### src/logic/hpc_pkg.sv
package hpc_pkg;

  // ****************************************************************
  // Register map
  // ****************************************************************
  localparam logic [7:0] ADDR_BUS_PORT_DISABLE = 8'h0B;
  localparam logic [7:0] ADDR_SELF_MAX_POWER = 8'h0C;
  localparam logic [7:0] ADDR_BUS_MAX_POWER = 8'h0D;
  localparam logic [7:0] ADDR_SELF_CTRL_CURRENT = 8'h0E;
  localparam logic [7:0] ADDR_BUS_CTRL_CURRENT = 8'h0F;
  localparam logic [7:0] ADDR_POWER_GOOD_DELAY = 8'h10;

  // ****************************************************************
  // Reset values and field layout
  // ****************************************************************
  localparam logic [7:0] RESET_VALUE = 8'h00;
  localparam logic [7:0] UNDEF_READ_VALUE = 8'h00;
  localparam logic [7:0] PORT_DISABLE_MASK = 8'h0E;
  localparam int PORT_COUNT = 3;
  localparam int PORT_FIRST_BIT = 1;

  // ****************************************************************
  // Units
  // ****************************************************************
  localparam int MA_PER_COUNT = 2;
  localparam int MS_PER_COUNT = 2;
  localparam int CLK_MHZ = 50;
  localparam int CYCLES_PER_MS = CLK_MHZ * 1000;
  localparam int CYCLES_PER_COUNT = MS_PER_COUNT * CYCLES_PER_MS;

  // ****************************************************************
  // Types
  // ****************************************************************
  typedef struct packed {
    logic [7:0] port_disable;
    logic [7:0] self_max_power;
    logic [7:0] bus_max_power;
    logic [7:0] self_ctrl_current;
    logic [7:0] bus_ctrl_current;
    logic [7:0] power_good_delay;
  } hpc_regs_t;

  typedef struct packed {
    logic wr_en;
    logic rd_en;
    logic [7:0] addr;
    logic [7:0] wdata;
  } hpc_req_t;

  typedef struct packed {
    logic [PORT_COUNT-1:0] port_enable;
    logic [7:0] max_power;
    logic [7:0] ctrl_current;
    logic [9:0] max_power_ma;
    logic [9:0] ctrl_current_ma;
    logic self_mode;
  } hpc_power_t;

endpackage : hpc_pkg

### src/logic/hpc_delay_timer.sv
`timescale 1ns/1ns
module hpc_delay_timer
(
  // Clock and reset
  input wire logic clk,
  input wire logic reset,
  // Sequence control
  input wire logic start,
  input wire logic [7:0] delay_count,
  // Result
  output logic power_good
);

  typedef struct packed {
    logic [7:0] units;
    logic [16:0] cycles;
    logic running;
    logic good;
  } hpc_timer_state_t;

  hpc_timer_state_t s_q;
  hpc_timer_state_t s_d;

  // ****************************************************************
  // Count the delay in 2 ms units
  // ****************************************************************
  always_comb
  begin
    s_d = s_q;
    if (start)
    begin
      s_d.units = delay_count;
      s_d.cycles = 17'h00000;
      s_d.running = (delay_count != 8'h00);
      s_d.good = (delay_count == 8'h00);
    end
    else if (s_q.running)
    begin
      if (s_q.cycles == 17'(hpc_pkg::CYCLES_PER_COUNT - 1))
      begin
        s_d.cycles = 17'h00000;
        s_d.units = s_q.units - 8'h01;
        if (s_q.units == 8'h01)
        begin
          s_d.running = 1'b0;
          s_d.good = 1'b1;
        end
      end
      else
      begin
        s_d.cycles = s_q.cycles + 17'h00001;
      end
    end
  end

  always_ff @(posedge clk)
  begin
    if (reset)
    begin
      s_q <= '0;
    end
    else
    begin
      s_q <= s_d;
    end
  end

  assign power_good = s_q.good;

endmodule : hpc_delay_timer

### src/logic/hpc_power_regs.sv
// Functional notes
// - In bus-powered operation, bits 1..3 of port disable register set disable downstream ports 1..3.
// - Port disable bit 0 reads zero; bits 4 to 7 are reserved.
// - Self-powered max power is 8 bits in 2 mA units.
// - Bus-powered max power is 8 bits in 2 mA units.
// - Power and current values decode linearly at 2 mA per count.
// - Max power includes an embedded compound peripheral reporting zero current.
// - Self-powered controller current is 8 bits, 2 mA, hub only.
// - Bus-powered controller current is 8 bits, 2 mA, hub only.
// - Power-on time register holds port power-good delay in 2 ms units.
// - All six registers reset to 0x00.
// - Reads of undefined addresses return 0x00.
// - Writes to undefined addresses change nothing and raise no error.
// - With dynamic switching, power sense input selects the register set.
`timescale 1ns/1ns
module hpc_power_regs
(
  // Clock and reset
  input wire logic clk,
  input wire logic reset,
  // Register port
  input wire hpc_pkg::hpc_req_t req,
  output logic [7:0] rdata,
  // Mode selection
  input wire logic self_powered_cfg,
  input wire logic dynamic_enable,
  input wire logic local_supply_sense,
  input wire logic compound_device,
  // Port power sequence
  input wire logic port_power_start,
  output logic port_power_good,
  // Power state toward hub core
  output hpc_pkg::hpc_power_t power
);

  typedef struct packed {
    hpc_pkg::hpc_regs_t regs;
    logic [7:0] rdata;
    hpc_pkg::hpc_power_t power;
  } hpc_state_t;

  hpc_state_t s_q;
  hpc_state_t s_d;
  logic self_sel;
  logic timer_good;
  logic [hpc_pkg::PORT_COUNT-1:0] port_en;

  // ****************************************************************
  // Power source selection
  // ****************************************************************
  assign self_sel = dynamic_enable ? local_supply_sense : self_powered_cfg;

  // ****************************************************************
  // Per-port enable from the bus-powered disable mask
  // ****************************************************************
  for (genvar i = 0; i < hpc_pkg::PORT_COUNT; i++)
  begin : g_port
    // Disable applies only in bus-powered operation
    assign port_en[i] = self_sel |
      ~s_q.regs.port_disable[i + hpc_pkg::PORT_FIRST_BIT];

    chk_port_gate_each: assert property (@(posedge clk) disable iff (reset)
      !self_sel |=> power.port_enable[i] ==
        !$past(s_q.regs.port_disable[i + hpc_pkg::PORT_FIRST_BIT]))
      else $error("port enable does not follow disable bit");
  end

  // ****************************************************************
  // Register writes, reads and derived outputs
  // ****************************************************************
  always_comb
  begin
    s_d = s_q;
    if (req.wr_en)
    begin
      // Unmapped writes fall through with no effect, no error
      case (req.addr)
        hpc_pkg::ADDR_BUS_PORT_DISABLE:
          s_d.regs.port_disable = req.wdata & hpc_pkg::PORT_DISABLE_MASK;
        hpc_pkg::ADDR_SELF_MAX_POWER:
          s_d.regs.self_max_power = req.wdata;
        hpc_pkg::ADDR_BUS_MAX_POWER:
          s_d.regs.bus_max_power = req.wdata;
        hpc_pkg::ADDR_SELF_CTRL_CURRENT:
          s_d.regs.self_ctrl_current = req.wdata;
        hpc_pkg::ADDR_BUS_CTRL_CURRENT:
          s_d.regs.bus_ctrl_current = req.wdata;
        hpc_pkg::ADDR_POWER_GOOD_DELAY:
          s_d.regs.power_good_delay = req.wdata;
        default:
          s_d.regs = s_q.regs;
      endcase
    end
    if (req.rd_en)
    begin
      case (req.addr)
        hpc_pkg::ADDR_BUS_PORT_DISABLE:
          s_d.rdata = s_q.regs.port_disable;
        hpc_pkg::ADDR_SELF_MAX_POWER:
          s_d.rdata = s_q.regs.self_max_power;
        hpc_pkg::ADDR_BUS_MAX_POWER:
          s_d.rdata = s_q.regs.bus_max_power;
        hpc_pkg::ADDR_SELF_CTRL_CURRENT:
          s_d.rdata = s_q.regs.self_ctrl_current;
        hpc_pkg::ADDR_BUS_CTRL_CURRENT:
          s_d.rdata = s_q.regs.bus_ctrl_current;
        hpc_pkg::ADDR_POWER_GOOD_DELAY:
          s_d.rdata = s_q.regs.power_good_delay;
        default:
          s_d.rdata = hpc_pkg::UNDEF_READ_VALUE;
      endcase
    end
    s_d.power.self_mode = self_sel;
    s_d.power.port_enable = port_en;
    // Max power figure covers a compound peripheral, controller figure does not
    s_d.power.max_power = self_sel ? s_q.regs.self_max_power
                                   : s_q.regs.bus_max_power;
    s_d.power.ctrl_current = self_sel ? s_q.regs.self_ctrl_current
                                      : s_q.regs.bus_ctrl_current;
    s_d.power.max_power_ma = 10'(s_d.power.max_power * hpc_pkg::MA_PER_COUNT);
    s_d.power.ctrl_current_ma =
      10'(s_d.power.ctrl_current * hpc_pkg::MA_PER_COUNT);
  end

  always_ff @(posedge clk)
  begin
    if (reset)
    begin
      s_q.regs <= {6{hpc_pkg::RESET_VALUE}};
      s_q.rdata <= hpc_pkg::RESET_VALUE;
      s_q.power <= '0;
    end
    else
    begin
      s_q <= s_d;
    end
  end

  // ****************************************************************
  // Port power-good delay
  // ****************************************************************
  hpc_delay_timer u_timer
  (
    .clk(clk),
    .reset(reset),
    .start(port_power_start),
    .delay_count(s_q.regs.power_good_delay),
    .power_good(timer_good)
  );

  assign port_power_good = timer_good;
  assign rdata = s_q.rdata;
  assign power = s_q.power;

  // ****************************************************************
  // Checks
  // ****************************************************************
  chk_undef_read_zero: assert property (@(posedge clk) disable iff (reset)
    req.rd_en && !(req.addr inside {[8'h0B:8'h10]}) |=> rdata == 8'h00)
    else $error("undefined read not zero");

  chk_undef_write_none: assert property (@(posedge clk) disable iff (reset)
    req.wr_en && !(req.addr inside {[8'h0B:8'h10]}) |=> $stable(s_q.regs))
    else $error("undefined write changed a register");

  chk_reserved_bits_zero: assert property (@(posedge clk) disable iff (reset)
    (s_q.regs.port_disable & 8'hF1) == 8'h00)
    else $error("reserved port disable bit set");

  chk_port_disable_map: assert property (@(posedge clk) disable iff (reset)
    !self_sel && s_q.regs.port_disable[2] |=> !power.port_enable[1])
    else $error("port 2 not disabled");

  chk_write_readback: assert property (@(posedge clk) disable iff (reset)
    req.wr_en && req.addr == 8'h0C && !req.rd_en ##1 !req.wr_en ##1 req.rd_en && !req.wr_en
      && req.addr == 8'h0C |=> rdata == $past(req.wdata, 3))
    else $error("self max power readback mismatch");

  chk_linear_decode: assert property (@(posedge clk) disable iff (reset)
    power.max_power_ma == {1'b0, power.max_power, 1'b0})
    else $error("power decode not 2 mA per count");

  chk_dynamic_select: assert property (@(posedge clk) disable iff (reset)
    dynamic_enable && !local_supply_sense |=> !power.self_mode)
    else $error("dynamic select ignored sense input");

  chk_bus_select: assert property (@(posedge clk) disable iff (reset)
    !dynamic_enable && !self_powered_cfg |=> power.max_power == $past(s_q.regs.bus_max_power))
    else $error("bus max power not selected");

  chk_ctrl_select: assert property (@(posedge clk) disable iff (reset)
    !self_sel |=> power.ctrl_current == $past(s_q.regs.bus_ctrl_current))
    else $error("bus controller current not selected");

  chk_reset_zero: assert property (@(posedge clk)
    reset |=> s_q.regs == '0)
    else $error("register not zero after reset");

  chk_reset_outputs: assert property (@(posedge clk)
    reset |=> rdata == 8'h00 && power == '0 && !port_power_good)
    else $error("outputs not cleared by reset");

  chk_linear_current: assert property (@(posedge clk) disable iff (reset)
    power.ctrl_current_ma == {1'b0, power.ctrl_current, 1'b0})
    else $error("current decode not 2 mA per count");

  chk_dynamic_self: assert property (@(posedge clk) disable iff (reset)
    dynamic_enable && local_supply_sense |=> power.self_mode)
    else $error("dynamic select ignored sense input");

  chk_self_select: assert property (@(posedge clk) disable iff (reset)
    !dynamic_enable && self_powered_cfg |=> power.max_power == $past(s_q.regs.self_max_power))
    else $error("self max power not selected");

  chk_self_ctrl: assert property (@(posedge clk) disable iff (reset)
    self_sel |=> power.ctrl_current == $past(s_q.regs.self_ctrl_current))
    else $error("self controller current not selected");

  chk_zero_delay_good: assert property (@(posedge clk) disable iff (reset)
    port_power_start && s_q.regs.power_good_delay == 8'h00 |=> port_power_good)
    else $error("zero delay did not give power good");

  chk_delay_not_early: assert property (@(posedge clk) disable iff (reset)
    port_power_start && s_q.regs.power_good_delay != 8'h00 |=> !port_power_good)
    else $error("power good before delay elapsed");

  cov_undef_write: cover property (@(posedge clk)
    req.wr_en && !(req.addr inside {[8'h0B:8'h10]}));
  cov_dynamic_swap: cover property (@(posedge clk) dynamic_enable ##1 $changed(self_sel));
  cov_port_disabled: cover property (@(posedge clk) power.port_enable == 3'b000);
  cov_power_good: cover property (@(posedge clk) $rose(port_power_good));
  // Compound flag feeds only this cover, not the figures; the host accounts for the peripheral
  cov_compound_self: cover property (@(posedge clk) compound_device && power.self_mode);

endmodule : hpc_power_regs
### config.mk
export PLATFORM = sky130hd
export DESIGN_NAME = hpc_power_regs
export DESIGN_NICKNAME = d
export VERILOG_FILES = /design/src/logic/hpc_pkg.sv /design/src/logic/hpc_delay_timer.sv /design/src/logic/hpc_power_regs.sv
export SDC_FILE = /design/constraint.sdc
export NUM_CORES = 1
export LEC_CHECK = 0
export ABC_AREA = 1
export ABC_CLOCK_PERIOD_IN_PS = 1950
export BUFFER_PORTS_ARGS = -buffer_cell sky130_fd_sc_hd__buf_2
export CAP_MARGIN = 20
export CORE_MARGIN = 5
export CORE_UTILIZATION = 45
export DETAILED_ROUTE_END_ITERATION = 8
export PLACE_DENSITY = 0.66
export SETUP_SLACK_MARGIN = 0.3
export SYNTH_ARGS = -nofsm -noshare
export SYNTH_HDL_FRONTEND = slang
export SYNTH_SLANG_ARGS = --single-unit
### constraint.sdc
create_clock -name clk -period 1.95 [get_ports clk]
set_input_delay 0.195 -clock clk [delete_from_list [all_inputs] [get_ports clk]]
set_output_delay 0.195 -clock clk [all_outputs]
set_load 0.01 [all_outputs]
==> impl_metrics.toml <==
[floorplan]
die_h_um = 114
coreArea_um2 = 10400
die_w_um = 114
dieArea_um2 = 12900
rows = 37
initial_core_util_pct = 46.3
boundaryPins = 74

[sta]
slew_viol_final = 0
holdWs_ns = 0.111
worstMarginPinSlew_ns = 0.543
tns_ns = 0
fin_ws_ns = 0.421
hold_viol = 0
fin_crit_ns = 1.53
timing.final.crit_share_pct = 78.4
skew_ns = 0.0115
relSlewSlack_pct = 63.7
rsz0062_at_grt = "false"
fmax_mhz = 654
setup_viol = 0

[synthesis]
yosys-top-cells-area = "dfxtp_1 (41%), a21oi_1 (7.9%), buf_4 (7.8%)"
synth_warnings = 0
synth_area_um2 = 4830
synth_adder_area_share_pct = 0.778
synth_top_family_by_area = "simple AND/OR/NAND/NOR gates"
yosysTopAreaCellShare_pct = 40.6
synth.avg_cell_area_um2 = 7.38
synth.distinct_cells = 35
syn_inst = 654
synthSimpleGateAreaFrac_pct = 23.0
synthMuxAreaShare_pct = 0.285
yosysTopAreaCell = "dfxtp_1"
yosysSeqAreaShare_pct = 40.6
synth_compound_area_share_pct = 17.9
ys_ff_latch = 98
synth_xor_area_share_pct = 1.09

[worst_setup_path]
required_ns = 2.23
slowest_stage = "dfxtp_2"
critPathLaunchType = "flop"
reg2regPathDepth = 9
timing.critical_path.buf_inv = 2
slowest_delay_ns = 0.36
path_max_fanout = 8
critPathTopFamily = "simple AND/OR/NAND/NOR gates"
endpoint_kind = "flop"
crit_arrival_ns = 1.81
r2r-end = "u_timer.s_q[12]$_SDFFE_PP0P_"
crit_type = "reg2reg"
cp_cell_sequence = "ha_1, nand2_2, inv_1, nand2_1, nor2_2, nand3_4, nand2_4, buf_4, nor3_1"
r2r_start = "u_timer.s_q[2]$_SDFFE_PP0P_"
reg2reg_slack_ns = 0.42

[global_routing]
grt_max_degree = 57
grt_pass1_vias = 4008
gr-total-overflow = 0
antenna_found_initial = 0
grt_pass1_wl_mm = 19.1
grt_usage_pct = 18.3

[worst_hold_path]
hold_path_depth = 3
hp-class = "in2reg"
min_from = "req[0]"
whs_endpoint = "s_q[48]$_SDFFE_PP0P_"

[clock_tree]
clock_latency_ns = 0.39
clk_path_buf_depth = 2
numClockSinks = 98
cts_tree = "built"
htreeDepth = 3
path_clk_slew_ns = 0.10
cts_buffers = 9
hold_buffers = 0
cts-root-buf = "clkbuf_8"

[place]
place_area_um2 = 4920
dpl.hpwl_mm = 8.43
place_congestion = 0.842
io_buffers = 68
pre_cts_ws_ns = 0.210

[layout]
final_cell_mix = "dfxtp_1 (96), a21oi_1 (76), nand2_1 (73), inv_1 (71), o21ai_0 (70)"
finalNetCount = 701
n_antenna_cell = 0
design_area_um2 = 5230
syn2layout_area_growth_pct = 8.32
layout_commonest_cell = "dfxtp_1"
fillers = 1014
drive_gt1_share_pct = 19.0

[detailed_routing]
wl_mm = 11.5
first_pass_iters = 5
viasPerCell = 5.21
drc_errors = 0
first_iter_violations = 255
vias = 4238
routedWlPerCell_um = 14.2
drtAntennaViolNets = 0

[power_and_ir_drop]
p_per_area_nw_per_um2 = 775
power_mw = 4.05
leakage_nw = 2.15
vdd_drop_max_uv = 375

[flow_run]
maxCapViolations = 0

[outcome]
status = "finished clean"
## synthesized netlist by cell type
cell type,count
a211oi_1,7
clkbuf_1,13
nor3b_1,2
buf_6,3
nor2_8,1
buf_2,7
nand3_2,4
mux2i_2,1
nand4_1,4
nand2_1,75
ha_1,3
o22ai_1,3
o21bai_1,4
nand3_1,63
nand2_2,5
xnor2_1,1
nor2_1,55
nor3_1,7
buf_4,50
nand3b_1,1
conb_1,1
xor2_1,5
o211ai_1,1
nor2_4,7
nor4_1,1
nand2_4,1
or2_2,1
inv_1,71
a21oi_1,76
o21ai_0,70
and2_1,1
dfxtp_1,98
inv_2,6
a211oi_2,2
nor2_2,4
## worst register-to-register path: cells and delay by family (launching register included)
kind,cells,cell delay [ns]
buffers and inverters,2,0.24
flip-flops,1,0.36
AND/OR/NAND/NOR,6,0.64
adder cells (fa/ha/maj),1,0.19
## metrics by stage
stage / cells / util, %
2_1_floorplan: 657 / -
3_3_place_gp: 796 / 47.2
3_5_place_dp: 796 / 47.2
4_1_cts: 812 / 49.8
5_1_grt: 814 / 50.2
6_report: 814 / 50.2
## power by group
group	internal (mW)	leakage (nW)	switching [mW]	total, mW
registers	2.03	0.795	0.0129	2.04
clock network	0.989	0.131	0.732	1.72
logic	0.0942	1.22	0.196	0.290
total	3.11	2.15	0.940	4.05
## state kept, by name (all words and copies together) (netlist names)
| register | flops |
|---|---|
| power | 20 |
| s_q | 43 |
| u_timer.power_good | 1 |
| u_timer.s_q | 26 |
| rdata | 8 |
## kinds of logic after synthesis
family | Yosys count
fa+ha+maj | 3
simple gates | 232
other cells | 1
compound gates | 163
xor+xnor | 6
mux | 1
buf+inv | 150
flops | 98
## how the worst max path moves through the flow
stage	start	end	slack [ns]	cells past startpoint
CTS	u_timer.s_q[2]$_SDFFE_PP0P_	u_timer.s_q[12]$_SDFFE_PP0P_	0.33	9
finish	u_timer.s_q[2]$_SDFFE_PP0P_	u_timer.s_q[12]$_SDFFE_PP0P_	0.42	9
floorplan	u_timer.s_q[2]$_SDFFE_PP0P_	u_timer.s_q[15]$_SDFFE_PP0P_	0.51	9
global route	u_timer.s_q[2]$_SDFFE_PP0P_	u_timer.s_q[12]$_SDFFE_PP0P_	0.30	9
global placement	u_timer.s_q[2]$_SDFFE_PP0P_	u_timer.s_q[12]$_SDFFE_PP0P_	0.27	9
detailed placement	req[14]	s_q[68]$_SDFFE_PP0P_	0.21	7
## cell type report
type,count,area [um2],share of cell area [%]
Clock inverter,6,138,2.63
Sequential cell,98,1960,37.6
Clock buffer,10,128,2.44
Tap cell,136,170,3.25
Multi-Input combinational cell,409,2120,40.6
Timing Repair Buffer,78,419,8.02
Inverter,77,289,5.53
## per-layer routing
metal,wire length [um],global-route usage [%],share of wire [%],up-vias
li1,-,-,-,2133
met1,5400,25.2,47,1959
met2,5230,28.9,45,131
met3,688,2.71,6.0,15
met4,224,7.29,1.9,0
met5,0,0,0,-
## repair_timing
item,4_1_cts,5_1_grt
pin swaps,0,2
setup endpoints to repair,11,18
gates resized for setup,2,6
setup buffers,0,2
Note: power is estimated with default switching activity, not from simulation.
